### config.mk
export PLATFORM = sky130hd
export DESIGN_NAME = flash_bus_controller
export DESIGN_NICKNAME = d
export VERILOG_FILES = /design/src/design/flash_bus_pkg.sv /design/src/design/flash_pins_if.sv /design/src/design/flash_bus_controller.sv /design/src/design/flash_pin_sequencer.sv
export SDC_FILE = /design/constraint.sdc
export NUM_CORES = 1
export LEC_CHECK = 0
export ABC_AREA = 1
export ABC_CLOCK_PERIOD_IN_PS = 3600
export BUFFER_PORTS_ARGS = -buffer_cell sky130_fd_sc_hd__buf_4
export CAP_MARGIN = 40
export CORE_ASPECT_RATIO = 1.25
export CORE_MARGIN = 2
export CORE_UTILIZATION = 25
export DETAILED_ROUTE_END_ITERATION = 16
export HOLD_SLACK_MARGIN = 0.06
export RECOVER_POWER = 25
export SLEW_MARGIN = 15
export SYNTH_ARGS = -nofsm -noshare
export SYNTH_HDL_FRONTEND = slang
export SYNTH_HIERARCHICAL = 1
export SYNTH_SLANG_ARGS = --single-unit
### constraint.sdc
create_clock -name mclk -period 3.6 [get_ports mclk]
set_input_delay 0.18 -clock mclk [delete_from_list [all_inputs] [get_ports mclk]]
set_output_delay 0.18 -clock mclk [all_outputs]
set_load 0.03 [all_outputs]
### src/design/flash_bus_pkg.sv
/*
 Constants shared by the flash bus controller and its pin sequencer.
 Assumes a 25 MHz system clock and a flash array with four byte lanes.
*/
package flash_bus_pkg;
   localparam int CLK_PERIOD_NS = 40;
   localparam int LANES = 4;
   localparam int LANE_BITS = 8;
   localparam int DATA_BITS = 32;
   localparam int ADDR_BITS = 21;
   // Access times in ns; defaults match the slowest speed grade.
   localparam int SELECT_ACCESS_TIME_NS = 120;
   localparam int ADDRESS_ACCESS_TIME_NS = 120;
   localparam int WRITE_PULSE_NS = 50;
   localparam int RESET_PULSE_NS = 500;
   localparam int RESET_RECOVER_NS = 50;
   localparam int SELECT_ACCESS_CYCLES = (SELECT_ACCESS_TIME_NS + CLK_PERIOD_NS - 1) / CLK_PERIOD_NS;
   localparam int ADDRESS_ACCESS_CYCLES = (ADDRESS_ACCESS_TIME_NS + CLK_PERIOD_NS - 1) / CLK_PERIOD_NS;
   localparam int WRITE_PULSE_CYCLES = (WRITE_PULSE_NS + CLK_PERIOD_NS - 1) / CLK_PERIOD_NS;
   localparam int RESET_PULSE_CYCLES = (RESET_PULSE_NS + CLK_PERIOD_NS - 1) / CLK_PERIOD_NS;
   localparam int RESET_RECOVER_CYCLES = (RESET_RECOVER_NS + CLK_PERIOD_NS - 1) / CLK_PERIOD_NS;
   localparam int COUNT_BITS = 8;
   localparam logic [LANES-1:0] LANES_OFF = 4'hF;
endpackage : flash_bus_pkg

### src/design/flash_pins_if.sv
/*
 Carrier between the controller and its pin sequencer.
 Assumes both ends share mclk.
*/
`timescale 1ns/1ns
interface flash_pins_if;
   logic start;
   logic isWrite;
   logic isReset;
   logic [3:0] laneMask;
   logic [31:0] wrData;
   logic [7:0] holdCycles;
   logic busy;
   logic done;
   logic [31:0] rdData;
   modport ctrl (output start, output isWrite, output isReset, output laneMask, output wrData,
                 output holdCycles, input busy, input done, input rdData);
   modport seq (input start, input isWrite, input isReset, input laneMask, input wrData,
                input holdCycles, output busy, output done, output rdData);
endinterface : flash_pins_if

### src/design/flash_bus_controller.sv
/*
 Host-side controller for a four-lane flash array: read, write and reset cycles.
 Assumes one requester that waits for reqReady before a new request.
*/
`timescale 1ns/1ns
module flash_bus_controller #(
   parameter int SELECT_ACCESS_CYCLES = flash_bus_pkg::SELECT_ACCESS_CYCLES,
   parameter int ADDRESS_ACCESS_CYCLES = flash_bus_pkg::ADDRESS_ACCESS_CYCLES,
   parameter int WRITE_PULSE_CYCLES = flash_bus_pkg::WRITE_PULSE_CYCLES,
   parameter int RESET_PULSE_CYCLES = flash_bus_pkg::RESET_PULSE_CYCLES
) (
   input wire logic mclk,
   input wire logic reset,
   input wire logic reqValid,
   input wire logic reqWrite,
   input wire logic reqReset,
   input wire logic [20:0] reqAddr,
   input wire logic [3:0] reqLanes,
   input wire logic [31:0] reqData,
   output logic reqReady,
   output logic rspValid,
   output logic [31:0] rspData,
   output logic [20:0] flashAddr,
   output logic [3:0] byte_lane_select_n,
   output logic [3:0] byte_lane_write_strobe_n,
   output logic outputGate_n,
   output logic flashReset_n,
   output logic [31:0] dataOut,
   output logic dataOe,
   input wire logic [31:0] dataIn
);
   flash_pins_if pins ();

   logic [20:0] addr, next_addr;
   logic rspV, next_rspV;
   logic [31:0] rspD, next_rspD;
   logic pending, next_pending;

   // ------------------------------------------------------------
   // Request capture
   // ------------------------------------------------------------
   // Reads wait the longer of the select and address access times: lanes were deselected
   // between cycles, and the address may have changed since the last cycle.
   always_comb begin
      next_addr = addr;
      next_rspV = 1'b0;
      next_rspD = rspD;
      next_pending = pending;
      pins.start = 1'b0;
      pins.isWrite = reqWrite;
      pins.isReset = reqReset;
      pins.laneMask = reqLanes;
      pins.wrData = reqData;
      if (reqReset) begin
         pins.holdCycles = 8'(RESET_PULSE_CYCLES);
      end else if (reqWrite) begin
         pins.holdCycles = 8'(WRITE_PULSE_CYCLES);
      end else if (SELECT_ACCESS_CYCLES > ADDRESS_ACCESS_CYCLES) begin
         pins.holdCycles = 8'(SELECT_ACCESS_CYCLES);
      end else begin
         pins.holdCycles = 8'(ADDRESS_ACCESS_CYCLES);
      end
      if (reqValid && reqReady) begin
         pins.start = 1'b1;
         next_pending = 1'b1;
         if (!reqReset) begin
            next_addr = reqAddr;
         end
      end
      if (pending && pins.done) begin
         next_pending = 1'b0;
         next_rspV = 1'b1;
         next_rspD = pins.rdData;
      end
   end

   always_ff @(posedge mclk or posedge reset) begin
      if (reset) begin
         addr <= 21'h000000;
         rspV <= 1'b0;
         rspD <= 32'h00000000;
         pending <= 1'b0;
      end else begin
         addr <= next_addr;
         rspV <= next_rspV;
         rspD <= next_rspD;
         pending <= next_pending;
      end
   end

   flash_pin_sequencer u_seq (
      .mclk(mclk),
      .reset(reset),
      .cmd(pins.seq),
      .laneSelect_n(byte_lane_select_n),
      .laneWriteStrobe_n(byte_lane_write_strobe_n),
      .outputGate_n(outputGate_n),
      .flashReset_n(flashReset_n),
      .dataOut(dataOut),
      .dataOe(dataOe),
      .dataIn(dataIn)
   );

   assign reqReady = !pending && !pins.busy;
   assign rspValid = rspV;
   assign rspData = rspD;
   // Address is held after a cycle so an idle flash can drop into automatic sleep.
   assign flashAddr = addr;
endmodule : flash_bus_controller

### src/design/flash_pin_sequencer.sv
/*
 Drives one flash bus cycle: read, write or reset pulse, then releases the pins.
 Assumes the flash data pins are resolved from dataOe by the surroundings.
*/
`timescale 1ns/1ns
module flash_pin_sequencer (
   input wire logic mclk,
   input wire logic reset,
   flash_pins_if.seq cmd,
   output logic [3:0] laneSelect_n,
   output logic [3:0] laneWriteStrobe_n,
   output logic outputGate_n,
   output logic flashReset_n,
   output logic [31:0] dataOut,
   output logic dataOe,
   input wire logic [31:0] dataIn
);
   typedef enum logic [1:0] {S_IDLE = 2'b00, S_ACTIVE = 2'b01, S_RECOVER = 2'b10} seq_state_t;
   seq_state_t state, next_state;
   logic [7:0] count, next_count;
   logic [3:0] sel, next_sel, wrs, next_wrs;
   logic gate, next_gate, rst, next_rst, oe, next_oe, done, next_done;
   logic [31:0] rdData, next_rdData, wdata, next_wdata;
   logic writeCycle, next_writeCycle;

   // ------------------------------------------------------------
   // Next-state logic
   // ------------------------------------------------------------
   always_comb begin
      next_state = state;
      next_count = count;
      next_sel = sel;
      next_wrs = wrs;
      next_gate = gate;
      next_rst = rst;
      next_oe = oe;
      next_done = 1'b0;
      next_rdData = rdData;
      next_wdata = wdata;
      next_writeCycle = writeCycle;
      unique case (state)
         S_IDLE: begin
            if (cmd.start) begin
               next_state = S_ACTIVE;
               next_count = cmd.holdCycles;
               next_writeCycle = cmd.isWrite;
               if (cmd.isReset) begin
                  next_rst = 1'b0;
               end else if (cmd.isWrite) begin
                  next_sel = ~cmd.laneMask;
                  next_wrs = ~cmd.laneMask;
                  next_gate = 1'b1;
                  next_oe = 1'b1;
                  next_wdata = cmd.wrData;
               end else begin
                  next_sel = ~cmd.laneMask;
                  next_wrs = flash_bus_pkg::LANES_OFF;
                  next_gate = 1'b0;
               end
            end
         end
         S_ACTIVE: begin
            if (count <= 8'h01) begin
               next_state = S_RECOVER;
               next_count = 8'(flash_bus_pkg::RESET_RECOVER_CYCLES);
               if (!writeCycle && rst) begin
                  // Sampled only after the full access wait; unselected lanes read zero.
                  for (int i = 0; i < flash_bus_pkg::LANES; i++) begin
                     next_rdData[i*8 +: 8] = sel[i] ? 8'h00 : dataIn[i*8 +: 8];
                  end
               end
               next_sel = flash_bus_pkg::LANES_OFF;
               next_wrs = flash_bus_pkg::LANES_OFF;
               next_gate = 1'b1;
               next_rst = 1'b1;
            end else begin
               next_count = count - 8'h01;
            end
         end
         S_RECOVER: begin
            // Data stays driven for the first recovery cycle to give write hold time.
            next_oe = 1'b0;
            if (count <= 8'h01) begin
               next_state = S_IDLE;
               next_done = 1'b1;
            end else begin
               next_count = count - 8'h01;
            end
         end
         default: next_state = S_IDLE;
      endcase
   end

   // ------------------------------------------------------------
   // Registers
   // ------------------------------------------------------------
   always_ff @(posedge mclk or posedge reset) begin
      if (reset) begin
         state <= S_IDLE;
         count <= 8'h00;
         sel <= 4'hF;
         wrs <= 4'hF;
         gate <= 1'b1;
         rst <= 1'b1;
         oe <= 1'b0;
         done <= 1'b0;
         rdData <= 32'h00000000;
         wdata <= 32'h00000000;
         writeCycle <= 1'b0;
      end else begin
         state <= next_state;
         count <= next_count;
         sel <= next_sel;
         wrs <= next_wrs;
         gate <= next_gate;
         rst <= next_rst;
         oe <= next_oe;
         done <= next_done;
         rdData <= next_rdData;
         wdata <= next_wdata;
         writeCycle <= next_writeCycle;
      end
   end

   assign laneSelect_n = sel;
   assign laneWriteStrobe_n = wrs;
   assign outputGate_n = gate;
   assign flashReset_n = rst;
   assign dataOut = wdata;
   assign dataOe = oe;
   assign cmd.busy = (state != S_IDLE);
   assign cmd.done = done;
   assign cmd.rdData = rdData;
endmodule : flash_pin_sequencer

== After elaboration in Yosys (flattened, before gate mapping) ==
Cells that the tools add are included.

* Flip-flop bits (word level): 142
* Input bits: 94
* Output and inout bits: 98
* Word-level logic and storage cells: 90

* Add/subtract/negate cells: 1
* Magnitude comparators: 1
* Eq/ne operators: 9
* Multiplexer cells: 40
* Bitwise gates (word level): 2
* Reduce and logical (&&, ||, !) cells: 22

{| class="wikitable"
|+ Operators by type and width
! kind !! count
|-
| $mux W8 || 7
|-
| $mux W4 || 7
|-
| $pmux W8 S3 || 1
|-
| $mux W1 || 16
|-
| $pmux W4 S2 || 2
|-
| $reduce_and A4 Y1 || 4
|-
| $ne A2 B2 Y1 const B || 5
|-
| $reduce_and A3 Y1 || 3
|-
| $le A8 B1 Y1 const B || 1
|-
| $reduce_bool A2 Y1 || 4
|-
| $sub A8 B1 Y8 const B || 1
|-
| $mux W2 || 3
|-
| $pmux W1 S2 || 3
|-
| $pmux W2 S3 || 1
|-
| $logic_and A1 B1 Y1 || 4
|-
| $ne A2 B1 Y1 const B || 2
|-
| $not A4 Y4 || 1
|-
| $reduce_and A2 Y1 || 2
|-
| $logic_not A1 Y1 || 3
|-
| $reduce_bool A3 Y1 || 1
|-
| $eq A2 B1 Y1 const B || 1
|-
| $eq A2 B2 Y1 const B || 1
|-
| $logic_not A2 Y1 || 1
|-
| $not A1 Y1 || 1
|}

== Longest topological paths before layout ==
* Depth in word-level cells: 7
* Mapped depth: 12
* Mapped depth without buffers: 11

== Modules after synthesis ==
Netlist, hierarchy kept.

{| class="wikitable"
|+ Modules (own cells, without submodules)
! module !! times used !! cells each !! area each (µm²) !! seq. area each (µm²)
|-
| flash_pin_sequencer || 1 || 389 || 4000.1 || 2189.6
|-
| flash_bus_controller || 1 || 240 || 2182.1 || 1376.3
|}

== Least setup slack after synthesis ==
No wires, ideal clock.

* Kind: flip-flop to flip-flop
* Start: register u_seq.state[0]
* End: register u_seq.count[1]
* Library setup time: 0.124 ns
* Arrival: 1.822 ns
* Data required time: 3.476 ns
* Path slack: 1.654 ns
* Cell stages (with the launch flop): 12
* Buffers on the path: 0
* Period minus slack after synthesis: 1.946 ns
* Cell sequence: dfrtp_1 > inv_1 > ha_1 > inv_1 > nor2_4 > nand2_1 > inv_1 > nor2_1 > nor2_2 > nand2_1 > a21oi_1 > a21oi_1

* Cells in the longest elaborated chain, start to end: 7
* Elaborated cells on any way between the ends: 13
* Those cells by class: 4 x eq/ne; 2 x mux; 7 x reduce/logical

{| class="wikitable"
|+ Ends and longest elaborated chain
! item !! line !! text
|-
| start: declaration || flash_pin_sequencer.sv:19 || <nowiki>seq_state_t state, next_state;</nowiki>
|-
| start signal: assignment || flash_pin_sequencer.sv:111 || <nowiki>state <= next_state;</nowiki>
|-
| $reduce_bool A2 Y1 || flash_pin_sequencer.sv:131 || <nowiki>assign cmd.busy = (state != S_IDLE);</nowiki>
|-
| via pins.busy || flash_pins_if.sv:13 || <nowiki>logic busy;</nowiki>
|-
| $logic_not A1 Y1 || flash_bus_controller.sv:104 || <nowiki>assign reqReady = !pending && !pins.busy;</nowiki>
|-
| $logic_and A1 B1 Y1 || flash_bus_controller.sv:104 ||
|-
| $logic_and A1 B1 Y1 || flash_bus_controller.sv:63 || <nowiki>if (reqValid && reqReady) begin</nowiki>
|-
| $mux W1 || flash_bus_controller.sv:63 ||
|-
| via pins.start || flash_pins_if.sv:7 || <nowiki>logic start;</nowiki>
|-
| $ne A2 B2 Y1 (no line) || -- ||
|-
| $reduce_and A3 Y1 (no line) || -- ||
|-
| end signal: assignment || flash_pin_sequencer.sv:112 || <nowiki>count <= next_count;</nowiki>
|-
| end: declaration || flash_pin_sequencer.sv:20 || <nowiki>logic [7:0] count, next_count;</nowiki>
|}

The timed path passes the listed nets, and every way through them passes these cells.
A chain may end at the register's enable or synchronous reset.

== Final worst setup path ==
Ends and elaborated chain as after synthesis.

==> impl_results.md <==
* Drt first pass iters at 4
* Cell row count at 64
* Core ar. at roughly 0.024 mm²
* Clk_lat worst skew at approximately 0.42 ns
* Overflow after GRT at 0
* Hold endpoint: flashAddr[20]$_DFFE_PP0P_
* # H-tree levels at 4
* Crit path time final at between 2 and 3 ns
* Hold Path Depth at 3
* TNS Setup at 0 ns
* RR Startpoint: u_seq/state[0]$_DFFE_PP0P_
* Post-route setup slack at between 0.8 and 0.9 ns
* Final Setup Violations at 0
* Crit path kind: reg2reg
* Worst-path clk slew at 0.07 ns
* Chip height at around 180 µm
* Worst reg-to-reg path cell count at 11
* Power Density at roughly 380 mW/mm²
* Number of port buffers at approximately 190
* Die width at about 140 µm
* Crit share post-route at 77.5%
* RSZ-0062 raised after global routing: false
* IO Count at approximately 190
* Antenna Cells at 0
* CTS tree: done
* Largest net degree at the start of global routing at 65
* CTS sink count at approximately 140
* Resize count post-CTS at 0
* CTS Buf Count at 17
* Status: finished clean
* R2r setup slk at 0.81 ns
* Worst r2r dst: u_seq/count[1]$_DFFE_PP0P_
* Worst EP required at between 3 and 4 ns
* Synth area leader: dfrtp_1
* Max-Cap Viols at 0
* DPL Wire Length at roughly 11000 µm
* Initial DRC count at between 150 and 200
* Initial antenna violation count at 0
* Mapped cell area at a little over 0.006 mm²
* Overall Global Routing Usage at around 14%
* Max IR drop VDD at about 310 µV
* Dominant cells by area after synthesis: dfrtp_1, nand2_1, mux2_2, o21ai_2, dfstp_2
* Crit path max fanout at 24
* Vias per std cell at ~4.2
* Routability cong. at 0.779
* Crit path DAT at 3.09 ns
* Postcts setup bufs at 0
* Hold_ws at around 0.16 ns
* Syn. warnings at 6
* Sequential cell area fraction in the yosys report at 57.7%
* Layout cell share with drive strength beyond 1 at between 30% and 40%
* FF+latch count, synth at 142
* Final WL at roughly 17000 µm
* Nets at about 1.0k
* First-pass GRT wire length at around 28000 µm
* Crit path launch type: flop
* Synthesis-to-finish area growth at 52.0%
* Worst slew pin tran at 1.43 ns
* Die Area at ~0.026 mm²
* Root Driver: clkbuf_16
* Top-area cell type share of the netlist area at a little over half
* Hold Startpoint: reqValid
* Vias at 5224
* Routed Antenna Nets at 0
* Clock buffer depth at 2
* Cells after synthesis at 629
* Synth unique cells at 34
* Dpl ws at just under 0.9 ns
* Avg Synthesized Cell Area at about 9.8 µm²
* Placed cell area at ~0.0079 mm²
* WL per Instance at 13.6 µm
* Vias in the first global route at approximately 5.4k
* Static Leakage at a little under 5 nW
* Final Total Pwr at 0.00360 W
* Initial Util at about 25%
* Layout Cell Area excl Fill at about 0.0094 mm²
* Worst slew margin at about 4.2%
* Fin. max-slew vios at 0
* Worst clock skew at approximately 0.011 ns
* # DRC at 0
* Critical Path Sink Type: flop
* Type of the most critical hold path: in2reg
* Peak Freq at approximately 0.36 GHz
* Fin. Hold Viols at 0
[per-stage QoR]
stage               utilization (%)  cells
CTS                            38.5   1254
finish                         38.5   1254
global route                   38.5   1254
detailed placement             32.3   1131
floorplan                         -    632
global placement               32.3   1130
[synthesized netlist by cell type]
| library cell | instances |
|---|---|
| nor2_1 | 25 |
| buf_4 | 1 |
| dfstp_2 | 10 |
| nand4_2 | 1 |
| nand4_1 | 22 |
| buf_6 | 8 |
| nand2_1 | 230 |
| xnor2_1 | 2 |
| nor3_1 | 4 |
| clkinv_2 | 2 |
| mux2_2 | 32 |
| a21oi_1 | 22 |
| o21bai_1 | 1 |
| xor2_1 | 1 |
| nand3b_1 | 1 |
| nand2_2 | 2 |
| ha_1 | 6 |
| nand3_2 | 2 |
| nor2_2 | 3 |
| buf_2 | 14 |
| dfrtp_1 | 132 |
| nand2_4 | 1 |
| inv_1 | 38 |
| o21ai_1 | 9 |
| nor2_4 | 3 |
| buf_8 | 1 |
| clkbuf_1 | 3 |
| o21ai_0 | 7 |
| nand3_4 | 1 |
| o31ai_1 | 1 |
| conb_1 | 1 |
| nand3_1 | 10 |
| o21ai_2 | 32 |
| nand3b_4 | 1 |
[metal layers]
metal	vias up	global-route usage [%]	part of all wire (%)
met5	-	0	0
met4	0	5.20	2.3
met3	30	3.28	4.3
met2	148	24.5	53
met1	2463	15.4	41
li1	2583	-	-
[cells by family (layout without fill, tap and decap cells)]
| kind of cell | after synthesis | in the layout | synth area share, % |
|---|---|---|---|
| AO/OA/AOI/OAI | 72 | 72 | 7.85 |
| XOR/XNOR | 3 | 3 | 0.425 |
| adder cells (fa/ha/maj) | 6 | 6 | 1.21 |
| buffers and inverters | 67 | 359 | 5.61 |
| flip-flops | 142 | 142 | 57.7 |
| multiplexers | 32 | 32 | 5.83 |
| other | 1 | 4 | 0.0607 |
| AND/OR/NAND/NOR | 306 | 306 | 21.3 |
[state kept, by name, indices dropped and copies added, names as in the netlist, 2 cells and up]
name,cells
u_seq/count,8
rspData,32
flashAddr,21
u_seq/cmd.rdData,32
u_seq/laneWriteStrobe_n,4
u_seq/laneSelect_n,4
u_seq/state,2
u_seq/dataOut,32
[cell usage in the layout, fill, tap and decap left out, types with 5 or more instances in the layout]
master,count
dlygate4sd3_1,91
buf_4,194
nor2_1,25
mux2_2,32
inv_8,5
o21ai_0,7
o21ai_1,9
ha_1,6
nand2_1,230
nand3_1,10
o21ai_2,32
clkbuf_16,17
a21oi_1,22
dfrtp_1,132
nand4_1,22
dfstp_2,10
inv_6,5
inv_1,37
[where the power goes]
part | internal [W] | total, W | switching [W]
sequential | 0.00160 | 0.00160 | 0
clock | 0.000989 | 0.00177 | 0.000779
combinational | 0.000139 | 0.000233 | 0.0000943
total | 0.00272 | 0.00360 | 0.000873
[layout make-up]
| class | instances | area, µm² |
|---|---|---|
| Inverter | 40 | 154 |
| Fill cell | 2410 | 15000 |
| Tap cell | 330 | 413 |
| Timing Repair Buffer | 287 | 2390 |
| Clock buffer | 17 | 425 |
| Clock inverter | 15 | 164 |
| Multi-Input combinational cell | 423 | 2280 |
| Sequential cell | 142 | 3570 |
[worst max-delay path, cell delays in order, from the launching register on]
cell	delay (ns)
dfrtp_1	0.41
inv_1	0.10
ha_1	0.27
inv_1	0.16
nor2_4	0.49
nand2_1	0.15
inv_1	0.14
nor2_1	0.08
nor2_2	0.28
nand2_1	0.27
a21oi_1	0.21
a21oi_1	0.10
[worst max-delay path by stage]
stage / slack [ns] / end / start / cells past startpoint
after CTS: 0.85 / u_seq/count[1]$_DFFE_PP0P_ / u_seq/state[0]$_DFFE_PP0P_ / 11
after detailed placement: 0.89 / u_seq/count[1]$_DFFE_PP0P_ / u_seq/state[0]$_DFFE_PP0P_ / 11
after global placement: 0.99 / u_seq/count[1]$_DFFE_PP0P_ / u_seq/state[0]$_DFFE_PP0P_ / 11
final: 0.81 / u_seq/count[1]$_DFFE_PP0P_ / u_seq/state[0]$_DFFE_PP0P_ / 11
after floorplan: 1.19 / u_seq/cmd.done$_DFF_PP0_ / reset / 1
after global routing: 0.60 / u_seq/count[1]$_DFFE_PP0P_ / u_seq/state[0]$_DFFE_PP0P_ / 11
[repair_timing]
action,CTS,global route
setup endpoints to repair,0,0
endpoints found under the hold margin,144,0
hold buffers,91,0
(Power assumes the default switching activity.)
